### src/pkg/serial_port_consts.vh
// Constants for the serial port and mode latch block
// Summary of operation
// - Eleven volatile mode latches in two groups, written by serial commands.
// - Latches clear on power-on reset, survive a remote reset request.
// - Command bit 7 is data; low seven bits address a latch.
// - All-ones address is precharge; advances the record group pointer.
// - Read disable clear selects OTP configuration, set selects shadow.
// - Boost drive set turns motor outputs into charge-pump drive.
// - Write enable clear updates shadow only; set updates shadow and OTP.
// - In standalone mode with select high the latch request bit latches results.
// - Test lockout allows only precharge and group A writes.
// - Read transfers are staged through a 32-bit transmission latch bank.
// - Select, strobe and clock all high means idle, no serial transfer.
// - Select low enables communication; raising it aborts the task.
// - Standalone with select high drives meter status on port pins.
// - With select low, strobe high means read, low means write.
// - Select, strobe and clock high load results into transmission latches, outside standalone mode.
// - Active clock edge polarity follows the clock polarity bit.
// - Data pin outputs in read, inputs in write, idle input outside standalone mode.
// - Every port pin has a weak pull-up; undriven reads high.
// - Data changes on trailing clock edge, sampled on leading edge.
// - Write command is one byte: data bit then 7-bit address.
// - Clock of the last command bit queues the byte in the FIFO; the FIFO output strobes the latch write.
// - A read shifts 32 clocks per record, up to 8 records.
// - Bits of each read byte go msb first unless the bit order bit selects lsb first.
`ifndef SERIAL_PORT_CONSTS_VH
`define SERIAL_PORT_CONSTS_VH
`define ADDR_GROUP_A_BASE 7'h70
`define ADDR_GROUP_A_LAST 7'h73
`define ADDR_GROUP_B_BASE 7'h78
`define ADDR_GROUP_B_LAST 7'h7e
`define ADDR_PRECHARGE 7'h7f
`define CFG_ADDR_LIMIT 7'h70
`define CFG_ADDR_LOCKOUT 7'h00
`define CFG_ADDR_CLK_POL 7'h01
`define CFG_ADDR_BIT_ORDER 7'h02
`define CFG_ADDR_STANDALONE 7'h03
`define A_BIT_LATCH_REQ 0
`define B_BIT_BOOST 1
`define B_BIT_RD_DISABLE 5
`define B_BIT_WR_ENABLE 6
`define CMD_DATA_BIT 7
`define REC_BITS 32
`define REC_MAX 8
`define GROUP_PTR_W 3
`define FIFO_DEPTH 8
`define FIFO_WIDTH 8
`define RESET_MODE_A 4'h0
`define RESET_MODE_B 7'h00
`define RESET_CFG 112'h0
`define PUMP_DIV 6'h27
`endif

### src/logic/word_fifo.v
`timescale 1ns/100ps
// Small synchronous FIFO with valid/ready on both sides
module word_fifo #(
    parameter WIDTH = 8,
    parameter DEPTH = 8,
    parameter AW = 3
) (
    // Clock and reset
    input wire sys_clk,
    input wire rst_b,
    // Fill side
    input wire in_valid,
    output wire in_ready,
    input wire [WIDTH-1:0] in_data,
    // Drain side
    output wire out_valid,
    input wire out_ready,
    output wire [WIDTH-1:0] out_data
);
    reg [WIDTH-1:0] mem [0:DEPTH-1];
    reg [AW-1:0] wr_ptr_ff;
    reg [AW-1:0] rd_ptr_ff;
    reg [AW:0] count_ff;
    wire push;
    wire pop;

    assign in_ready = (count_ff != DEPTH[AW:0]);
    assign out_valid = (count_ff != {(AW+1){1'b0}});
    assign out_data = mem[rd_ptr_ff];
    assign push = in_valid && in_ready;
    assign pop = out_valid && out_ready;

    always @(posedge sys_clk) begin
        if (push) begin
            mem[wr_ptr_ff] <= in_data;
        end
    end

    always @(posedge sys_clk or negedge rst_b) begin
        if (!rst_b) begin
            wr_ptr_ff <= {AW{1'b0}};
            rd_ptr_ff <= {AW{1'b0}};
            count_ff <= {(AW+1){1'b0}};
        end else begin
            if (push) begin
                wr_ptr_ff <= wr_ptr_ff + {{(AW-1){1'b0}}, 1'b1};
            end
            if (pop) begin
                rd_ptr_ff <= rd_ptr_ff + {{(AW-1){1'b0}}, 1'b1};
            end
            if (push && !pop) begin
                count_ff <= count_ff + {{AW{1'b0}}, 1'b1};
            end else if (pop && !push) begin
                count_ff <= count_ff - {{AW{1'b0}}, 1'b1};
            end
        end
    end
endmodule // word_fifo

### src/logic/meter_serial_port.v
`timescale 1ns/100ps
// Four-wire serial port with mode latches and transmission latches
`include "serial_port_consts.vh"
module meter_serial_port (
    // Clock and reset
    input wire sys_clk,
    input wire rst_b,
    // Serial port pins (pull-ups sit in the pad)
    input wire serial_chip_select,
    input wire direction_latch_strobe_in,
    output reg direction_latch_strobe_out,
    output reg direction_latch_strobe_oe,
    input wire serial_bit_clock_in,
    output reg serial_bit_clock_out,
    output reg serial_bit_clock_oe,
    input wire serial_data_line_in,
    output reg serial_data_line_out,
    output reg serial_data_line_oe,
    // Measurement side: result record and meter status
    input wire [31:0] result_record,
    input wire [2:0] meter_status,
    output reg [2:0] record_index,
    output reg [2:0] group_pointer,
    // Configuration side
    input wire [111:0] otp_cells,
    output reg [111:0] active_cfg,
    output reg otp_write_pulse,
    output reg [6:0] otp_write_addr,
    output reg otp_write_data,
    // Mode latch outputs
    output reg [3:0] mode_group_a,
    output reg [6:0] mode_group_b,
    output reg motor_out_pos,
    output reg motor_out_neg,
    // Motor drive from the pulse logic
    input wire motor_drive_pos,
    input wire motor_drive_neg
);
    localparam ST_IDLE = 2'b00;
    localparam ST_WRITE = 2'b01;
    localparam ST_READ = 2'b10;

    function in_range;
        input [6:0] a;
        input [6:0] lo;
        input [6:0] hi;
        begin
            in_range = (a >= lo) && (a <= hi);
        end
    endfunction

    // Three-stage pin samplers; stage 1 feeds only stage 2
    reg [2:0] cs_s1_ff, cs_s2_ff, cs_s3_ff;
    reg [2:0] pin_q;
    wire [2:0] pin_raw;
    reg data_s1_ff, data_s2_ff, data_s3_ff, data_q_ff;
    assign pin_raw = {serial_bit_clock_in, direction_latch_strobe_in,
        serial_chip_select};

    genvar g;
    generate
        for (g = 0; g < 3; g = g + 1) begin : g_sync
            always @(posedge sys_clk or negedge rst_b) begin
                if (!rst_b) begin
                    cs_s1_ff[g] <= 1'b1;
                    cs_s2_ff[g] <= 1'b1;
                    cs_s3_ff[g] <= 1'b1;
                    pin_q[g] <= 1'b1;
                end else begin
                    cs_s1_ff[g] <= pin_raw[g];
                    cs_s2_ff[g] <= cs_s1_ff[g];
                    cs_s3_ff[g] <= cs_s2_ff[g];
                    if (cs_s2_ff[g] == cs_s3_ff[g]) begin
                        pin_q[g] <= cs_s3_ff[g];
                    end
                end
            end
        end
    endgenerate

    always @(posedge sys_clk or negedge rst_b) begin
        if (!rst_b) begin
            data_s1_ff <= 1'b1;
            data_s2_ff <= 1'b1;
            data_s3_ff <= 1'b1;
            data_q_ff <= 1'b1;
        end else begin
            data_s1_ff <= serial_data_line_in;
            data_s2_ff <= data_s1_ff;
            data_s3_ff <= data_s2_ff;
            // Data takes the same path length as the clock pin
            if (data_s2_ff == data_s3_ff) begin
                data_q_ff <= data_s3_ff;
            end
        end
    end

    wire cs_n = pin_q[0];
    wire strobe = pin_q[1];
    reg clk_prev_ff;
    reg [1:0] state_ff;
    reg [111:0] shadow_ff;
    reg [7:0] cmd_ff;
    reg [2:0] bit_cnt_ff;
    reg [4:0] rec_bit_ff;
    reg [31:0] tx_latch_ff;
    reg [1:0] byte_cnt_ff;
    reg [7:0] cur_byte_ff;
    reg pump_phase_ff;
    reg [5:0] pump_cnt_ff;
    reg strobe_prev_ff;

    // Clock polarity follows the configuration
    wire pol = active_cfg[`CFG_ADDR_CLK_POL];
    wire clk_now = pin_q[2] ^ pol;
    wire clk_prev = clk_prev_ff ^ pol;
    wire lead_edge = clk_prev && !clk_now;
    wire trail_edge = !clk_prev && clk_now;
    wire lsb_first = active_cfg[`CFG_ADDR_BIT_ORDER];
    wire standalone = active_cfg[`CFG_ADDR_STANDALONE];
    wire lockout = active_cfg[`CFG_ADDR_LOCKOUT];

    // Completed bytes pass through the FIFO to the latch writer
    wire [7:0] cmd_next = {cmd_ff[6:0], data_q_ff};
    wire byte_done = (state_ff == ST_WRITE) && lead_edge &&
        (bit_cnt_ff == 3'h7);
    wire fifo_in_ready;
    wire fifo_valid;
    wire [7:0] fifo_cmd;
    wire [6:0] f_addr = fifo_cmd[6:0];
    wire f_dat = fifo_cmd[`CMD_DATA_BIT];

    word_fifo #(
        .WIDTH(`FIFO_WIDTH),
        .DEPTH(`FIFO_DEPTH),
        .AW(3)
    ) u_cmd_fifo (
        .sys_clk(sys_clk),
        .rst_b(rst_b),
        .in_valid(byte_done),
        .in_ready(fifo_in_ready),
        .in_data(cmd_next),
        .out_valid(fifo_valid),
        .out_ready(1'b1),
        .out_data(fifo_cmd)
    );

    // Serial front end
    always @(posedge sys_clk or negedge rst_b) begin
        if (!rst_b) begin
            clk_prev_ff <= 1'b1;
            strobe_prev_ff <= 1'b1;
            state_ff <= ST_IDLE;
            cmd_ff <= 8'h00;
            bit_cnt_ff <= 3'h0;
            rec_bit_ff <= 5'h00;
            tx_latch_ff <= 32'h00000000;
            byte_cnt_ff <= 2'h0;
            cur_byte_ff <= 8'h00;
            record_index <= 3'h0;
        end else begin
            clk_prev_ff <= pin_q[2];
            strobe_prev_ff <= strobe;
            if (cs_n) begin
                state_ff <= ST_IDLE;
                bit_cnt_ff <= 3'h0;
                rec_bit_ff <= 5'h00;
                byte_cnt_ff <= 2'h0;
                record_index <= 3'h0;
                if (strobe && !standalone && pin_q[2]) begin
                    tx_latch_ff <= result_record;
                end
                if (standalone && mode_group_a[`A_BIT_LATCH_REQ]) begin
                    tx_latch_ff <= result_record;
                end
            end else begin
                state_ff <= strobe ? ST_READ : ST_WRITE;
                if (strobe != strobe_prev_ff) begin
                    bit_cnt_ff <= 3'h0;
                    rec_bit_ff <= 5'h00;
                    byte_cnt_ff <= 2'h0;
                end
                if (state_ff == ST_WRITE && lead_edge) begin
                    cmd_ff <= cmd_next;
                    bit_cnt_ff <= bit_cnt_ff + 3'h1;
                end
                if (state_ff == ST_READ && trail_edge &&
                    record_index != 3'h7 || state_ff == ST_READ &&
                    trail_edge && rec_bit_ff != 5'h1f) begin
                    rec_bit_ff <= rec_bit_ff + 5'h01;
                    if (rec_bit_ff[2:0] == 3'h7) begin
                        byte_cnt_ff <= byte_cnt_ff + 2'h1;
                    end
                    if (rec_bit_ff == 5'h1f) begin
                        record_index <= record_index + 3'h1;
                    end
                end
            end
            case (byte_cnt_ff)
                2'h0: cur_byte_ff <= tx_latch_ff[7:0];
                2'h1: cur_byte_ff <= tx_latch_ff[15:8];
                2'h2: cur_byte_ff <= tx_latch_ff[23:16];
                default: cur_byte_ff <= tx_latch_ff[31:24];
            endcase
        end
    end

    // Latch writer
    // strobe from FIFO output
    wire wr_cfg = fifo_valid && (f_addr < `CFG_ADDR_LIMIT);
    wire wr_a = fifo_valid &&
        in_range(f_addr, `ADDR_GROUP_A_BASE, `ADDR_GROUP_A_LAST);
    wire wr_b = fifo_valid &&
        in_range(f_addr, `ADDR_GROUP_B_BASE, `ADDR_GROUP_B_LAST);
    wire precharge = fifo_valid && (f_addr == `ADDR_PRECHARGE);

    always @(posedge sys_clk or negedge rst_b) begin
        if (!rst_b) begin
            mode_group_a <= `RESET_MODE_A;
            mode_group_b <= `RESET_MODE_B;
            shadow_ff <= `RESET_CFG;
            group_pointer <= 3'h0;
            otp_write_pulse <= 1'b0;
            otp_write_addr <= 7'h00;
            otp_write_data <= 1'b0;
            active_cfg <= `RESET_CFG;
        end else begin
            otp_write_pulse <= 1'b0;
            if (wr_a) begin
                mode_group_a[f_addr[1:0]] <= f_dat;
            end
            if (wr_b && !lockout) begin
                mode_group_b[f_addr[2:0]] <= f_dat;
            end
            if (wr_cfg && !lockout) begin
                shadow_ff[f_addr] <= f_dat;
                if (mode_group_b[`B_BIT_WR_ENABLE]) begin
                    otp_write_pulse <= 1'b1;
                    otp_write_addr <= f_addr;
                    otp_write_data <= f_dat;
                end
            end
            if (precharge) begin
                group_pointer <= group_pointer + 3'h1;
            end
            active_cfg <= mode_group_b[`B_BIT_RD_DISABLE] ? shadow_ff :
                otp_cells;
        end
    end

    // Pin drivers
    wire [2:0] bit_sel = lsb_first ? rec_bit_ff[2:0] : ~rec_bit_ff[2:0];
    always @(posedge sys_clk or negedge rst_b) begin
        if (!rst_b) begin
            serial_data_line_out <= 1'b1;
            serial_data_line_oe <= 1'b0;
            direction_latch_strobe_out <= 1'b1;
            direction_latch_strobe_oe <= 1'b0;
            serial_bit_clock_out <= 1'b1;
            serial_bit_clock_oe <= 1'b0;
        end else begin
            if (cs_n && standalone) begin
                direction_latch_strobe_out <= meter_status[0];
                serial_bit_clock_out <= meter_status[1];
                serial_data_line_out <= meter_status[2];
                direction_latch_strobe_oe <= 1'b1;
                serial_bit_clock_oe <= 1'b1;
                serial_data_line_oe <= 1'b1;
            end else begin
                direction_latch_strobe_oe <= 1'b0;
                serial_bit_clock_oe <= 1'b0;
                serial_data_line_oe <= !cs_n && strobe;
                serial_data_line_out <= cur_byte_ff[bit_sel];
            end
        end
    end

    always @(posedge sys_clk or negedge rst_b) begin
        if (!rst_b) begin
            pump_cnt_ff <= 6'h00;
            pump_phase_ff <= 1'b0;
            motor_out_pos <= 1'b0;
            motor_out_neg <= 1'b0;
        end else begin
            if (pump_cnt_ff == `PUMP_DIV) begin
                pump_cnt_ff <= 6'h00;
                pump_phase_ff <= !pump_phase_ff;
            end else begin
                pump_cnt_ff <= pump_cnt_ff + 6'h01;
            end
            if (mode_group_b[`B_BIT_BOOST]) begin
                motor_out_pos <= pump_phase_ff;
                motor_out_neg <= !pump_phase_ff;
            end else begin
                motor_out_pos <= motor_drive_pos;
                motor_out_neg <= motor_drive_neg;
            end
        end
    end
endmodule // meter_serial_port

### config.mk
export PLATFORM = sky130hd
export DESIGN_NAME = meter_serial_port
export DESIGN_NICKNAME = d
export VERILOG_FILES = /design/src/logic/word_fifo.v /design/src/logic/meter_serial_port.v
export VERILOG_INCLUDE_DIRS = /design/src /design/src/pkg
export SDC_FILE = /design/constraint.sdc
export NUM_CORES = 1
export LEC_CHECK = 0
export BUFFER_PORTS_ARGS = -buffer_cell sky130_fd_sc_hd__buf_4
export CELL_PAD_IN_SITES_DETAIL_PLACEMENT = 1
export CELL_PAD_IN_SITES_GLOBAL_PLACEMENT = 1
export CORE_ASPECT_RATIO = 0.6
export CORE_MARGIN = 2
export CORE_UTILIZATION = 46
export DETAILED_ROUTE_END_ITERATION = 10
export PLACE_DENSITY_LB_ADDON = 0.1
export SLEW_MARGIN = 25
export SYNTH_ARGS = -nofsm -noshare
export SYNTH_HDL_FRONTEND = slang
export SYNTH_SLANG_ARGS = --single-unit
### constraint.sdc
create_clock -name sys_clk -period 3.48 [get_ports sys_clk]
set_clock_uncertainty 0.15 [all_clocks]
set_input_delay 0.174 -clock sys_clk [delete_from_list [all_inputs] [get_ports sys_clk]]
set_output_delay 0.174 -clock sys_clk [all_outputs]
set_load 0.05 [all_outputs]
=== Yosys cells after proc, flatten, opt, wreduce, memory -nomap -nowiden ===
Memory sizes are Yosys's and may differ from the RTL's.
Index checks and enable logic that the tools add are counted.

* Bitwise logic cells: 4
* Mux-type cells: 43
* Reduce and logical (&&, ||, !) cells: 47
* Equal/unequal tests: 17
* $lt $le $gt $ge: 12
* Add/sub/neg operators: 10

{| class="wikitable"
|+ Operators by type and width
! kind !! number
|-
| $bwmux 112 || 1
|-
| $mux 112 || 1
|-
| $mux 32 || 2
|-
| $logic_and 1x1->1 || 26
|-
| $pmux 8 s3 || 1
|-
| $mux 3 || 7
|-
| $add 3x1->3 const B || 5
|-
| $mux 5 || 3
|-
| $ge 7x7->1 const B || 2
|-
| $le 7x7->1 const B || 2
|-
| $mux 1 || 13
|-
| $mux 2 || 6
|-
| $logic_not 1->1 || 8
|-
| $lt 3x4->1 const B || 2
|-
| $lt 7x8->1 const B || 1
|-
| $mux 4 || 2
|-
| $reduce_and 2->1 || 4
|-
| $reduce_bool 2->1 || 4
|-
| $bwmux 7 || 1
|-
| $demux 1 s7 || 1
|-
| $eq 7x7->1 const B || 1
|-
| $ge 7x1->1 const B || 1
|-
| $lt 7x7->1 const B || 1
|-
| $add 6x1->6 const B || 1
|-
| other kinds (29) || 37
|}

* Memories: 1
* RAM bits: 64
* Register bits after elaboration: 351
* Output and inout bits: 146

{| class="wikitable"
|+ Memory list
! memory !! words !! bits a word !! read ports !! clocked after Yosys merged registers in !! wr ports !! RTL line !! source
|-
| u_cmd_fifo.mem || 8 || 8 || 1 || 0 || 1 || word_fifo.v:20 || <nowiki>reg [WIDTH-1:0] mem [0:DEPTH-1];</nowiki>
|}

=== Logic depth before layout (Yosys ltp) ===
Gate-level depths: netlist of run 1.

* Depth after elaboration: 10
* Gate-level depth with buffers: 12
* Depth with buffers taken out: 12

=== By module ===
A second synthesis of run 1 with hierarchy kept.

* Cell total of the unflattened synthesis: 1179
* Area, all modules: 17025.1 um^2

{| class="wikitable"
|+ By module, submodules not included
! module !! cells an instance !! area each (um^2) !! instances !! sequential area each (um^2)
|-
| meter_serial_port || 1024 || 13918.3 || 1 || 8559.5
|-
| word_fifo || 155 || 3106.7 || 1 || 2172.1
|}

=== Worst setup path after synthesis of run 1 ===
Ideal clock, no wire load.

* Path type: register -> register
* From: reg active_cfg[1]
* To: reg u_cmd_fifo.count_ff[3]
* Slack: 0.254 ns
* Arrival: 2.951 ns
* Library setup time: 0.125 ns
* Clock period less this slack: 3.226 ns
* Cell stages (with the launch flop): 12
* Required time: 3.205 ns
* Path through: dfrtp_1 > nor3b_1 > o21ai_1 > a211oi_1 > ha_1 > inv_1 > ha_1 > a21o_1 > a21oi_1 > xnor2_1 > nor2_1 > xor2_1

* Cells in the longest elaborated chain, start to end: 9
* Elaborated cells on any way between the ends: 12
* Classes of those cells: mux: 1; bitwise: 2; reduce/logical: 9

{| class="wikitable"
|+ Ends and longest elaborated chain
! element !! RTL line !! source
|-
| from (decl) || meter_serial_port.v:26 || <nowiki>output reg [111:0] active_cfg,</nowiki>
|-
| from (signal assigned) || meter_serial_port.v:226 || <nowiki>active_cfg <= `RESET_CFG;</nowiki>
|-
| from (signal assigned) || meter_serial_port.v:246 || <nowiki>active_cfg <= mode_group_b[`B_BIT_RD_DISABLE] ? shadow_ff :</nowiki>
|-
| $xor 1x1->1 || meter_serial_port.v:115 || <nowiki>wire clk_now = pin_q[2] ^ pol;</nowiki>
|-
| $logic_not 1->1 || meter_serial_port.v:117 || <nowiki>wire lead_edge = clk_prev && !clk_now;</nowiki>
|-
| $logic_and 1x1->1 (*) || meter_serial_port.v:117 ||
|-
| $logic_and 1x1->1 (*) (2 in series) || meter_serial_port.v:125 || <nowiki>wire byte_done = (state_ff == ST_WRITE) && lead_edge &&</nowiki>
|-
| $logic_and 1x1->1 (*) || word_fifo.v:30 || <nowiki>assign push = in_valid && in_ready;</nowiki>
|-
| via u_cmd_fifo.push || word_fifo.v:24 || <nowiki>wire push;</nowiki>
|-
| $logic_not 1->1 || word_fifo.v:53 || <nowiki>end else if (pop && !push) begin</nowiki>
|-
| $logic_and 1x1->1 || word_fifo.v:53 ||
|-
| $reduce_bool 2->1 (no line) || -- ||
|-
| to (signal assigned) || word_fifo.v:43 || <nowiki>count_ff <= {(AW+1){1'b0}};</nowiki>
|-
| to (signal assigned) || word_fifo.v:52 || <nowiki>count_ff <= count_ff + {{AW{1'b0}}, 1'b1};</nowiki>
|-
| to (signal assigned) || word_fifo.v:54 || <nowiki>count_ff <= count_ff - {{AW{1'b0}}, 1'b1};</nowiki>
|-
| to (decl) || word_fifo.v:23 || <nowiki>reg [AW:0] count_ff;</nowiki>
|}

Mark *: on every way through the listed nets, which the timed path passes. The rest lies on a longest branch.
A chain may end at the register's enable or synchronous reset.

=== Worst setup path after layout of run 1 ===
* From: reg u_cmd_fifo.rd_ptr_ff[0]
* To: reg shadow_ff[69]

* Cells in the longest elaborated chain, start to end: 6
* Elaborated cells on any way between the ends: 10
* Classes of those cells: order compare: 3; mux: 3; reduce/logical: 3; memory: 1

{| class="wikitable"
|+ Ends and longest elaborated chain
! element !! RTL line !! source
|-
| from (decl) || word_fifo.v:22 || <nowiki>reg [AW-1:0] rd_ptr_ff;</nowiki>
|-
| from (signal assigned) || word_fifo.v:42 || <nowiki>rd_ptr_ff <= {AW{1'b0}};</nowiki>
|-
| from (signal assigned) || word_fifo.v:49 || <nowiki>rd_ptr_ff <= rd_ptr_ff + {{(AW-1){1'b0}}, 1'b1};</nowiki>
|-
| $mem_v2 8x8 (*) || -- ||
|-
| $lt 7x8->1 (not written as such) or $ge 7x1->1 (tied branches) || meter_serial_port.v:236 || <nowiki>shadow_ff[f_addr] <= f_dat;</nowiki>
|-
| $logic_and 1x1->1 (not written as such) || meter_serial_port.v:236 ||
|-
| $mux 1 (not written as such) || meter_serial_port.v:236 ||
|-
| $demux 1 s7 || meter_serial_port.v:236 ||
|-
| $bwmux 112 || meter_serial_port.v:236 ||
|-
| to (signal assigned) || meter_serial_port.v:221 || <nowiki>shadow_ff <= `RESET_CFG;</nowiki>
|-
| to (signal, indexed assignment) || meter_serial_port.v:236 ||
|-
| to (decl) || meter_serial_port.v:102 || <nowiki>reg [111:0] shadow_ff;</nowiki>
|}

Mark *: on every way between the ends. The rest lies on a longest branch, timed or not.

==> results of run 1 <==
-- report_power, final --
part           leakage [nW]  total, W  switching (W)  internal [W]
logic                  4.43   0.00178        0.00101      0.000770
clock network         0.614   0.00425        0.00186       0.00239
registers              5.06   0.00561       0.000252       0.00535
-- cells by family (layout without fill, tap and decap cells) --
logic type	count (synthesis)	in the layout	share of synthesized area, %
compound gates	58	58	2.20
xor+xnor	17	17	0.854
fa+ha+maj	22	22	1.52
buf+inv	99	581	2.75
flops	415	415	61.6
mux	323	323	22.0
simple gates	260	260	9.13
-- sequential cells by signal, summed over array words and instances (netlist names), 2 cells and up --
register and count:
cmd_ff 7, state_ff 2, mode_group_a 4, cs_s1_ff 3
u_cmd_fifo.mem 64, otp_write_addr 7, byte_cnt_ff 2, cur_byte_ff 8
pump_cnt_ff 6, group_pointer 3, shadow_ff 112, cs_s3_ff 3
rec_bit_ff 5, tx_latch_ff 32, active_cfg 112, bit_cnt_ff 3
cs_s2_ff 3, u_cmd_fifo.rd_ptr_ff 3, u_cmd_fifo.wr_ptr_ff 3, record_index 3
u_cmd_fifo.count_ff 4, mode_group_b 7
-- metrics by stage --
step / utilization (%) / instances / setup WS, ns
after CTS: 61.7 / 2189 / 0.128
final: 61.7 / 2189 / 0.330
after floorplan: - / 1194 / 0.254
after global routing: 61.7 / 2189 / 0.0945
after detailed placement: 54.3 / 1964 / 0.169
after global placement: 54.2 / 1963 / 0.219
-- Yosys cell counts, drive strengths merged (3+ instances only) --
library cell / number / area (um2)
nor2b: 5 / 31.3
edfxtp: 64 / 1920
o211ai: 3 / 22.5
ha: 18 / 225
inv: 14 / 52.6
nor4: 44 / 440
maj3: 4 / 40.0
a222oi: 8 / 80.1
mux4: 14 / 315
nand2: 39 / 174
mux2i: 24 / 294
buf: 43 / 269
nor3: 24 / 120
nand4: 54 / 338
dfstp: 21 / 552
nand3: 30 / 150
xnor2: 9 / 78.8
o21ai: 14 / 70.1
clkbuf: 42 / 158
xor2: 8 / 70.1
dfrtp: 330 / 8260
a21oi: 19 / 95.1
nor2: 45 / 196
mux2: 285 / 3220
nand2b: 5 / 31.3
-- critical path: cells and delay by family (launching register included) --
kind	cells	cell delay [ns]
buffers and inverters	1	0.19
DFF	1	0.41
muxes	3	1.37
and+or+nand+nor	2	0.89
-- cell usage in the layout, fill, tap and decap left out, types with 3 or more instances in the layout --
cell type / instances
clkbuf_8: 7
nor2_2: 3
xnor2_1: 9
nor2_4: 3
maj3_1: 4
xor2_1: 8
inv_1: 14
o21ai_0: 13
mux2_2: 243
o211ai_1: 3
buf_4: 333
dlygate4sd3_1: 154
mux4_2: 14
nand4_1: 54
ha_1: 18
nor4_1: 19
clkinv_2: 6
a21oi_1: 19
mux2i_1: 19
nand2_4: 3
nor2b_1: 5
nor4_2: 24
clkinv_1: 3
dfstp_2: 21
edfxtp_1: 64
nand2b_1: 5
buf_12: 7
nor2_1: 39
mux2i_4: 4
nand2_1: 34
clkbuf_16: 41
mux2_1: 39
nor3_1: 24
nand3_1: 29
a222oi_1: 8
mux2_4: 3
clkbuf_1: 10
dfrtp_1: 327
-- routing by layer --
layer  GRT usage (%)  vias up  wire [um]
li1                -     5268          -
met1            36.2     6254      22300
met2            40.3      267      23400
met3            4.75       58       2530
met4            5.49        0        838
met5               0        -          0
-- final timing paths --
check	cells past startpoint	start	end
max	6	u_cmd_fifo.rd_ptr_ff[0]$_DFFE_PN0P_	shadow_ff[69]$_DFFE_PN0P_
min	2	rst_b	mode_group_b[1]$_DFFE_PN0P_
max reg2reg	6	u_cmd_fifo.rd_ptr_ff[0]$_DFFE_PN0P_	shadow_ff[69]$_DFFE_PN0P_
min reg2reg	0	data_s1_ff$_DFF_PN1_	data_s2_ff$_DFF_PN1_
max in group asynchronous	3	rst_b	u_cmd_fifo.rd_ptr_ff[2]$_DFFE_PN0P_
min in group sys_clk	2	serial_chip_select	cs_s1_ff[0]$_DFF_PN1_
-- cell type report --
type                       count  area, um2
clock inverter                13       95.1
multi-input combinational    680       6240
sequential                   415      10700
fill                        3592      14400
clock buffer                  58       1160
inverter                      14       52.6
tap                          513        642
timing repair buffer         496       4220
-- what timing repair did --
action | 4_1_cts | 5_1_grt
hold buffers | 154 | 0
hold endpoints to repair | 222 | 0
resized for setup | 0 | 2
endpoints found under the setup margin | 0 | 10
==> results.md, run 1 <==
* DRC viols at 0
* Ports at 301
* Root Buffer: clkbuf_16
* Max-slew headroom at 29.2%
* Synth Net Count at 1367
* Final ANT Viol Nets at 0
* Vias at 11.8k
* Max Buffers Root-to-Sink at 3
* Final wirelength at 49000 um
* Vias in the first global route at 13.0k
* I/O Buffers at 300
* Fin nets at 1820
* Synth unique cells at 60
* FFs w/ async S/R, synth at 84.6%
* Rows at 55
* Initial DRC Count at 626
* Antenna diodes at 0
* Largest net degree at the start of global routing at 98
* Power density cells at 503 mW/mm2
* H-tree Lvls at 2
* GR Overflow Total at 0
* Register bit count reported by yosys at 415
* Via density at 5.41
* Crit path DAT at 3.42 ns
* Share of layout cells above drive strength 1 at 43.6%
* Worst-Margin Slew at 1.06 ns
* Die ar. at 0.0395 mm2
* Outcome: finished clean
* GPL Wtd Cong at 0.761
* RSZ-0062 raised after global routing: no
* First-pass GRT wire length at 76600 um
* Synth warn at 0
* CP Class: register to register
* CTS tree: built
* Chip height at 155 um
* Initial Utilization at 46.5%
* EDFF count, synth at 64
* Worst Setup End Kind: register
* Final hold vios at 0
* Width of the die at 255 um
* Pins over their slew limit at 0
* Leak pwr at 10.1 nW
* Final Setup Violations at 0
* DRT Pass-1 Iters at 5
* # clock sinks at 415
* Reg2reg setup slack at 0.33 ns
* Period utilization at 90.5%
* Area after DPL at 0.0204 mm2
* Max cap viols at 0
* DP Wirelength at 31100 um
* Gate count of the mapped netlist at 1194
* Routed len/inst at 22.4 um
* Synthesized area at 0.0174 mm2
* Initial antenna violation count at 0
* Final hold slack at 0.108 ns
* Crit path cell chain: buf_12, mux4_2, mux2i_2, nand2_1, nor4_1, mux2_2
* Crit-path max cell delay at 0.53 ns
* Clock Latency Late Sink at 0.54 ns
* Worst EP required at 3.75 ns
* Gr usage total at 25.3%
* Inserted Clock Buffers at 40
* Top FF cell, synth: dfrtp_1
* Syn_area_per_cell at 14.6 um2
* Fin crit period at 3.15 ns
* Accumulated negative setup slack at 0 ns
* Highest clock rate at 317 MHz
* Core Footprint at 0.0375 mm2
* Critical path startpoint category: register
* Clock transition at path regs at 0.07 ns
* Area delta synth->final at 32.8%
* Peak VDD IR at 0.499 mV
* Worst path slowest cell: mux4_2
* Critical Path Fanout Max at 15
* Post-layout instance area at 0.0231 mm2
* Post-CTS setup buffers at 0
* Hold Path Class: primary input to asynchronous set/reset pin
* Sequential fraction of the synthesis area at 61.6%
* Tot Pwr at 0.0116 W
Note: power is estimated with default switching activity, not from simulation.
==> run 2, diff against run 1 <==
--- a/config.mk
+++ b/config.mk
@@ -11,7 +11,7 @@
 export CELL_PAD_IN_SITES_GLOBAL_PLACEMENT = 1
 export CORE_ASPECT_RATIO = 0.6
 export CORE_MARGIN = 2
-export CORE_UTILIZATION = 46
+export CORE_UTILIZATION = 45
 export DETAILED_ROUTE_END_ITERATION = 10
 export PLACE_DENSITY_LB_ADDON = 0.1
 export SLEW_MARGIN = 25
==> run 2 against run 1 <==
The run now ends with hold timing left. Clock-buffer cell count unchanged. Die area is 2.2% higher. Via count up 0.32%. Final cell count up 0.23%. Flip-flop and latch count stayed put. Sequential share of layout area down 0.081 points. Critical path type unchanged. Largest cell class unchanged. Highest routed layer is now met5.
==> results.md, run 2 (same netlist as run 1, synthesis figures left out) <==
* Reg2reg setup slack at 0.22 ns
* Final hold slack at -0.0179 ns
* Fin crit period at 3.26 ns
* Clock power frac at 37.1%
* Leak pwr at 10.1 nW
* CTS tree: built
* Clock transition at path regs at 0.07 ns
* Pint at 0.00860 W
* Most common cell after layout, fill and taps aside: buf_4
* DP Wirelength at 31500 um
* DRC viols at 0
* Rows at 55
* GPL Wtd Cong at 0.744
* Worst flop-to-flop path startpoint: u_cmd_fifo.rd_ptr_ff[2]$_DFFE_PN0P_
* Pins over their slew limit at 0
* Violations in the final reports: hold timing
* Combinational Power Share at 15.1%
* Worst path slowest cell: dfrtp_1
* GR Overflow Total at 0
* Reg power frac at 47.8%
* Max cap viols at 0
* Crit path DAT at 3.53 ns
* Crit-path max cell delay at 0.79 ns
* Vias at 11.9k
* Final ANT Viol Nets at 0
* Initial DRC Count at 704
* Final hold vios at 11
* Via density at 5.42
* Worst-Margin Slew at 0.982 ns
* Antenna diodes at 0
* Power density cells at 507 mW/mm2
* Max-slew headroom at 34.3%
* Post-CTS setup buffers at 0
* Highest clock rate at 307 MHz
* CP Class: register to register
* Clock Latency Late Sink at 0.54 ns
* Final Setup Violations at 0
* RSZ-0062 raised after global routing: no
* Critical path startpoint category: register
* Root Buffer: clkbuf_16
* Peak VDD IR at 0.402 mV
* First-pass GRT wire length at 78400 um
* Width of the die at 258 um
* R2R cell count at 6
* Core Footprint at 0.0379 mm2
* Outcome: finished, violations left
* Vias in the first global route at 13.1k
* # clock sinks at 415
* Accumulated negative setup slack at 0 ns
* Final wirelength at 50500 um
* Fin nets at 1827
* Gr usage total at 25.3%
* Routed len/inst at 23.0 um
* Die ar. at 0.0404 mm2
* Worst EP required at 3.76 ns
* Filler Cell Count at 3566
* Largest net degree at the start of global routing at 118
* Crit path cell chain: buf_4, mux4_2, mux2_2, nor4_2, nand3_1, mux2_1
* Critical Path Fanout Max at 15
* Biggest regs: active_cfg: 112 flops, shadow_ff: 112 flops, u_cmd_fifo.mem: 64 flops
* DRT Pass-1 Iters at 8
* Worst Setup End Kind: register
* Worst setup margin at 0.223 ns
* Initial Utilization at 46.0%
* Ports at 301
* Max Buffers Root-to-Sink at 3
* Cts repair resizes at 0
* Share of layout cells above drive strength 1 at 43.7%
* Area delta synth->final at 33.0%
* Period utilization at 93.6%
* H-tree Lvls at 2
* Reg-to-reg critical path endpoint: shadow_ff[33]$_DFFE_PN0P_
* Initial antenna violation count at 1
* Inserted Clock Buffers at 40
* Hold Path Class: primary input to asynchronous set/reset pin
* Net Sw Frac at 26.9%
* Chip height at 156 um
* I/O Buffers at 300
* Commonest non-fill, non-tap cells in the layout: buf_4 (343), dfrtp_1 (329), mux2_2 (243)
* Pre-CTS setup slack at 0.280 ns
* NetSw at 0.00317 W
## run 2: cell types whose count changed in the layout (fill, tap and decap cells not counted), moves of 2 or more
cell,change
dfrtp_1,+2
dfrtp_2,-2
buf_12,-3
clkinv_2,-3
buf_4,+10
## run 2: metal layers
layer / share of wire, % / routed length (um) / GRT usage [%]
met4: 1.4 / 684 / 4.84
met2: 48 / 24300 / 41.5
met1: 46 / 23200 / 35.6
met3: 4.6 / 2330 / 4.66
met5: 0.026 / 13 / 0
## run 2: worst max path at each step
stage | startpoint | endpoint | slack (ns) | cells after the start
floorplan | active_cfg[1]$_DFF_PN0_ | u_cmd_fifo.count_ff[3]$_DFFE_PN0P_ | 0.25 | 11
CTS | u_cmd_fifo.rd_ptr_ff[2]$_DFFE_PN0P_ | shadow_ff[33]$_DFFE_PN0P_ | 0.25 | 6
global placement | u_cmd_fifo.rd_ptr_ff[2]$_DFFE_PN0P_ | shadow_ff[33]$_DFFE_PN0P_ | 0.46 | 6
finish | u_cmd_fifo.rd_ptr_ff[2]$_DFFE_PN0P_ | shadow_ff[33]$_DFFE_PN0P_ | 0.22 | 6
global route | u_cmd_fifo.rd_ptr_ff[2]$_DFFE_PN0P_ | shadow_ff[90]$_DFFE_PN0P_ | 0.14 | 7
detailed placement | u_cmd_fifo.rd_ptr_ff[2]$_DFFE_PN0P_ | shadow_ff[89]$_DFFE_PN0P_ | 0.28 | 7
## run 2: through the flow
stage | cells | utilization [%] | total power [W] | hold slack (ns) | area [um2]
floorplan | 1194 | - | 0.00662 | -0.272 | 17400
global placement | 1970 | 53.6 | 0.00726 | 0.132 | 20300
detailed placement | 1970 | 53.6 | 0.00730 | 0.134 | 20300
CTS | 2193 | 61.1 | 0.0118 | 0.118 | 23200
global route | 2194 | 61.1 | 0.0122 | 0.0110 | 23200
finish | 2194 | 61.1 | 0.0118 | -0.0179 | 23200
## run 2: what timing repair did
action,CTS,global route
endpoints found under the setup margin,0,0
endpoints found under the hold margin,243,0
hold buffers,154,0
## run 2: power groups by stage
stage / clock network [W] / registers (W) / logic, W
floorplan: 0 / 0.00612 / 0.000500
finish: 0.00437 / 0.00562 / 0.00178
global route: 0.00463 / 0.00567 / 0.00189
detailed placement: 0 / 0.00569 / 0.00161
global placement: 0 / 0.00567 / 0.00158
CTS: 0.00444 / 0.00561 / 0.00176
## run 2: worst max-delay path, delay by kind of cell, from the launching register on
kind / cells / cell delay [ns]
buffers and inverters: 1 / 0.26
flip-flops: 1 / 0.79
multiplexers: 3 / 1.10
AND/OR/NAND/NOR: 2 / 0.83
## run 2: layout make-up
class                      instances  area (um2)  area share, %
sequential                       415       10700           46.3
clock inverter                    11         105          0.453
inverter                          14        52.6          0.227
timing repair buffer             503        4240           18.3
clock buffer                      58        1170           5.05
multi-input combinational        680        6240           26.9
tap                              513         642           2.77
==> run 3, diff against run 2 <==
--- a/config.mk
+++ b/config.mk
@@ -10,7 +10,7 @@
 export CELL_PAD_IN_SITES_DETAIL_PLACEMENT = 1
 export CELL_PAD_IN_SITES_GLOBAL_PLACEMENT = 1
 export CORE_ASPECT_RATIO = 0.6
-export CORE_MARGIN = 2
+export CORE_MARGIN = 4
 export CORE_UTILIZATION = 45
 export DETAILED_ROUTE_END_ITERATION = 10
 export PLACE_DENSITY_LB_ADDON = 0.1
==> run 3 against run 2 <==
The flow now finishes without violations. Routed wire length increased by 1.7%. Die area grew 4.1%. Cell area is 0.19% lower. Clock power down 1%. Maximum frequency rose by 0.97%. Flip-flop and latch count unchanged. Largest power group unchanged. Critical path depth is 1 lower. Via count up 0.28%. Global-route usage is 0.76 points lower. Sequential share of layout area grew 0.088 points. Utilization fell by 0.12 points.
==> results.md, run 3 (same netlist as run 1, synthesis figures left out) <==
* Outcome: finished clean
* Max-slew headroom at 36.4%
* Vias in the first global route at 13.3k
* Ports at 301
* Critical path startpoint category: register
* Share of layout cells above drive strength 1 at 43.4%
* Via density at 5.44
* Kind of cell adding the most delay to the critical path: multiplexers
* Clock Latency Late Sink at 0.54 ns
* Crit path cell chain: mux4_2, mux2_2, nor4_2, nand3_1, mux2_1
* R2R cell count at 5
* Pins over their slew limit at 0
* Chip height at 160 um
* Most common cell after layout, fill and taps aside: buf_4
* RSZ-0062 raised after global routing: no
* First-pass GRT wire length at 80400 um
* GR Overflow Total at 0
* Vias at 11.9k
* Highest clock rate at 310 MHz
* DRC viols at 0
* Die ar. at 0.0420 mm2
* Width of the die at 262 um
* Final hold slack at 0.135 ns
* Final ANT Viol Nets at 0
* Cts repair resizes at 0
* Fin nets at 1823
* Accumulated negative setup slack at 0 ns
* Worst EP required at 3.74 ns
* Period utilization at 92.7%
* Worst flop-to-flop path startpoint: u_cmd_fifo.rd_ptr_ff[2]$_DFFE_PN0P_
* Leak pwr at 10.1 nW
* Rows at 55
* Critical Path Fanout Max at 18
* Worst Setup End Kind: register
* I/O Buffers at 300
* CTS tree: built
* Max cap viols at 0
* H-tree Lvls at 2
* Peak VDD IR at 0.336 mV
* Final Setup Violations at 0
* Initial Utilization at 46.0%
* Worst path slowest cell: dfrtp_1
* # clock sinks at 415
* Largest net degree at the start of global routing at 91
* DP Wirelength at 32200 um
* Inserted Clock Buffers at 40
* Hold Path Class: primary input to asynchronous set/reset pin
* Crit path DAT at 3.49 ns
* Final hold vios at 0
* Gr usage total at 24.5%
* GPL Wtd Cong at 0.783
* Reg-to-reg critical path endpoint: shadow_ff[33]$_DFFE_PN0P_
* Root Buffer: clkbuf_16
* Antenna diodes at 0
* Commonest non-fill, non-tap cells in the layout: buf_4 (338), dfrtp_1 (329), mux2_2 (243)
* Initial DRC Count at 744
* Area delta synth->final at 32.8%
* Reg2reg setup slack at 0.25 ns
* Final wirelength at 51400 um
* Worst-Margin Slew at 0.946 ns
* Crit-path max cell delay at 0.94 ns
* Routed len/inst at 23.5 um
* CP Class: register to register
* Post-CTS setup buffers at 0
* Core Footprint at 0.0379 mm2
* Initial antenna violation count at 1
* DRT Pass-1 Iters at 5
* Combined buffer and inverter count along the critical path at 0
* Power density cells at 505 mW/mm2
* Fin crit period at 3.23 ns
* Biggest regs: active_cfg: 112 flops, shadow_ff: 112 flops, u_cmd_fifo.mem: 64 flops
* Clock transition at path regs at 0.06 ns
* Max Buffers Root-to-Sink at 3
## run 3: changes by cell type in the layout (fill, tap and decap cells not counted), sizes merged
cell and delta:
buf -4, bufinv +1, clkbuf -2, clkinv -1, clkinvlp +1
## run 3: power by group
| part | internal [W] | switching, W |
|---|---|---|
| clock network | 0.00247 | 0.00186 |
| registers | 0.00535 | 0.000249 |
| logic | 0.000762 | 0.00101 |
| total | 0.00858 | 0.00311 |
## run 3: cell type report
cell class	instances	area (um2)
fill	3582	14800
sequential	415	10700
multi-input combinational	680	6240
timing repair buffer	499	4210
clock buffer	56	1120
tap	513	642
clock inverter	12	136
inverter	14	52.6
## run 3: routing by layer
layer	part of all wire [%]	global-route usage, %	up-vias
met1	44	34.6	6222
met3	5.3	4.62	90
met2	48	39.7	321
met5	0.023	0	-
li1	-	-	5283
met4	2.5	5.91	2
## run 3: worst max path at each step
| stage | from | endpoint | slack, ns | cells past startpoint |
|---|---|---|---|---|
| final | u_cmd_fifo.rd_ptr_ff[2]$_DFFE_PN0P_ | shadow_ff[33]$_DFFE_PN0P_ | 0.25 | 5 |
| after global routing | u_cmd_fifo.rd_ptr_ff[2]$_DFFE_PN0P_ | shadow_ff[79]$_DFFE_PN0P_ | 0.05 | 5 |
| after detailed placement | u_cmd_fifo.rd_ptr_ff[0]$_DFFE_PN0P_ | shadow_ff[33]$_DFFE_PN0P_ | 0.32 | 6 |
| after floorplan | active_cfg[1]$_DFF_PN0_ | u_cmd_fifo.count_ff[3]$_DFFE_PN0P_ | 0.25 | 11 |
| after global placement | u_cmd_fifo.rd_ptr_ff[0]$_DFFE_PN0P_ | shadow_ff[96]$_DFFE_PN0P_ | 0.42 | 6 |
| after CTS | u_cmd_fifo.rd_ptr_ff[2]$_DFFE_PN0P_ | shadow_ff[33]$_DFFE_PN0P_ | 0.27 | 5 |
## run 3: worst reg2reg max path: stages, from the launching register on
cell and delay [ns]:
dfrtp_1 0.94, mux4_2 0.47, mux2_2 0.39, nor4_2 0.61
nand3_1 0.18, mux2_1 0.35
## run 3: stage by stage
step           util [%]  instance area [um2]  power [W]  setup slack [ns]  std cells
4_1_cts            61.0                23100     0.0118             0.267       2189
3_5_place_dp       53.6                20300    0.00730             0.322       1967
3_3_place_gp       53.6                20300    0.00725             0.422       1967
5_1_grt            61.0                23100     0.0122            0.0464       2189
6_report           61.0                23100     0.0117             0.255       2189
2_1_floorplan         -                17400    0.00662             0.254       1194
## run 3: timing repair
action	4_1_cts	5_1_grt
hold endpoints to repair	238	0
hold buffers	154	0
setup endpoints to repair	0	0
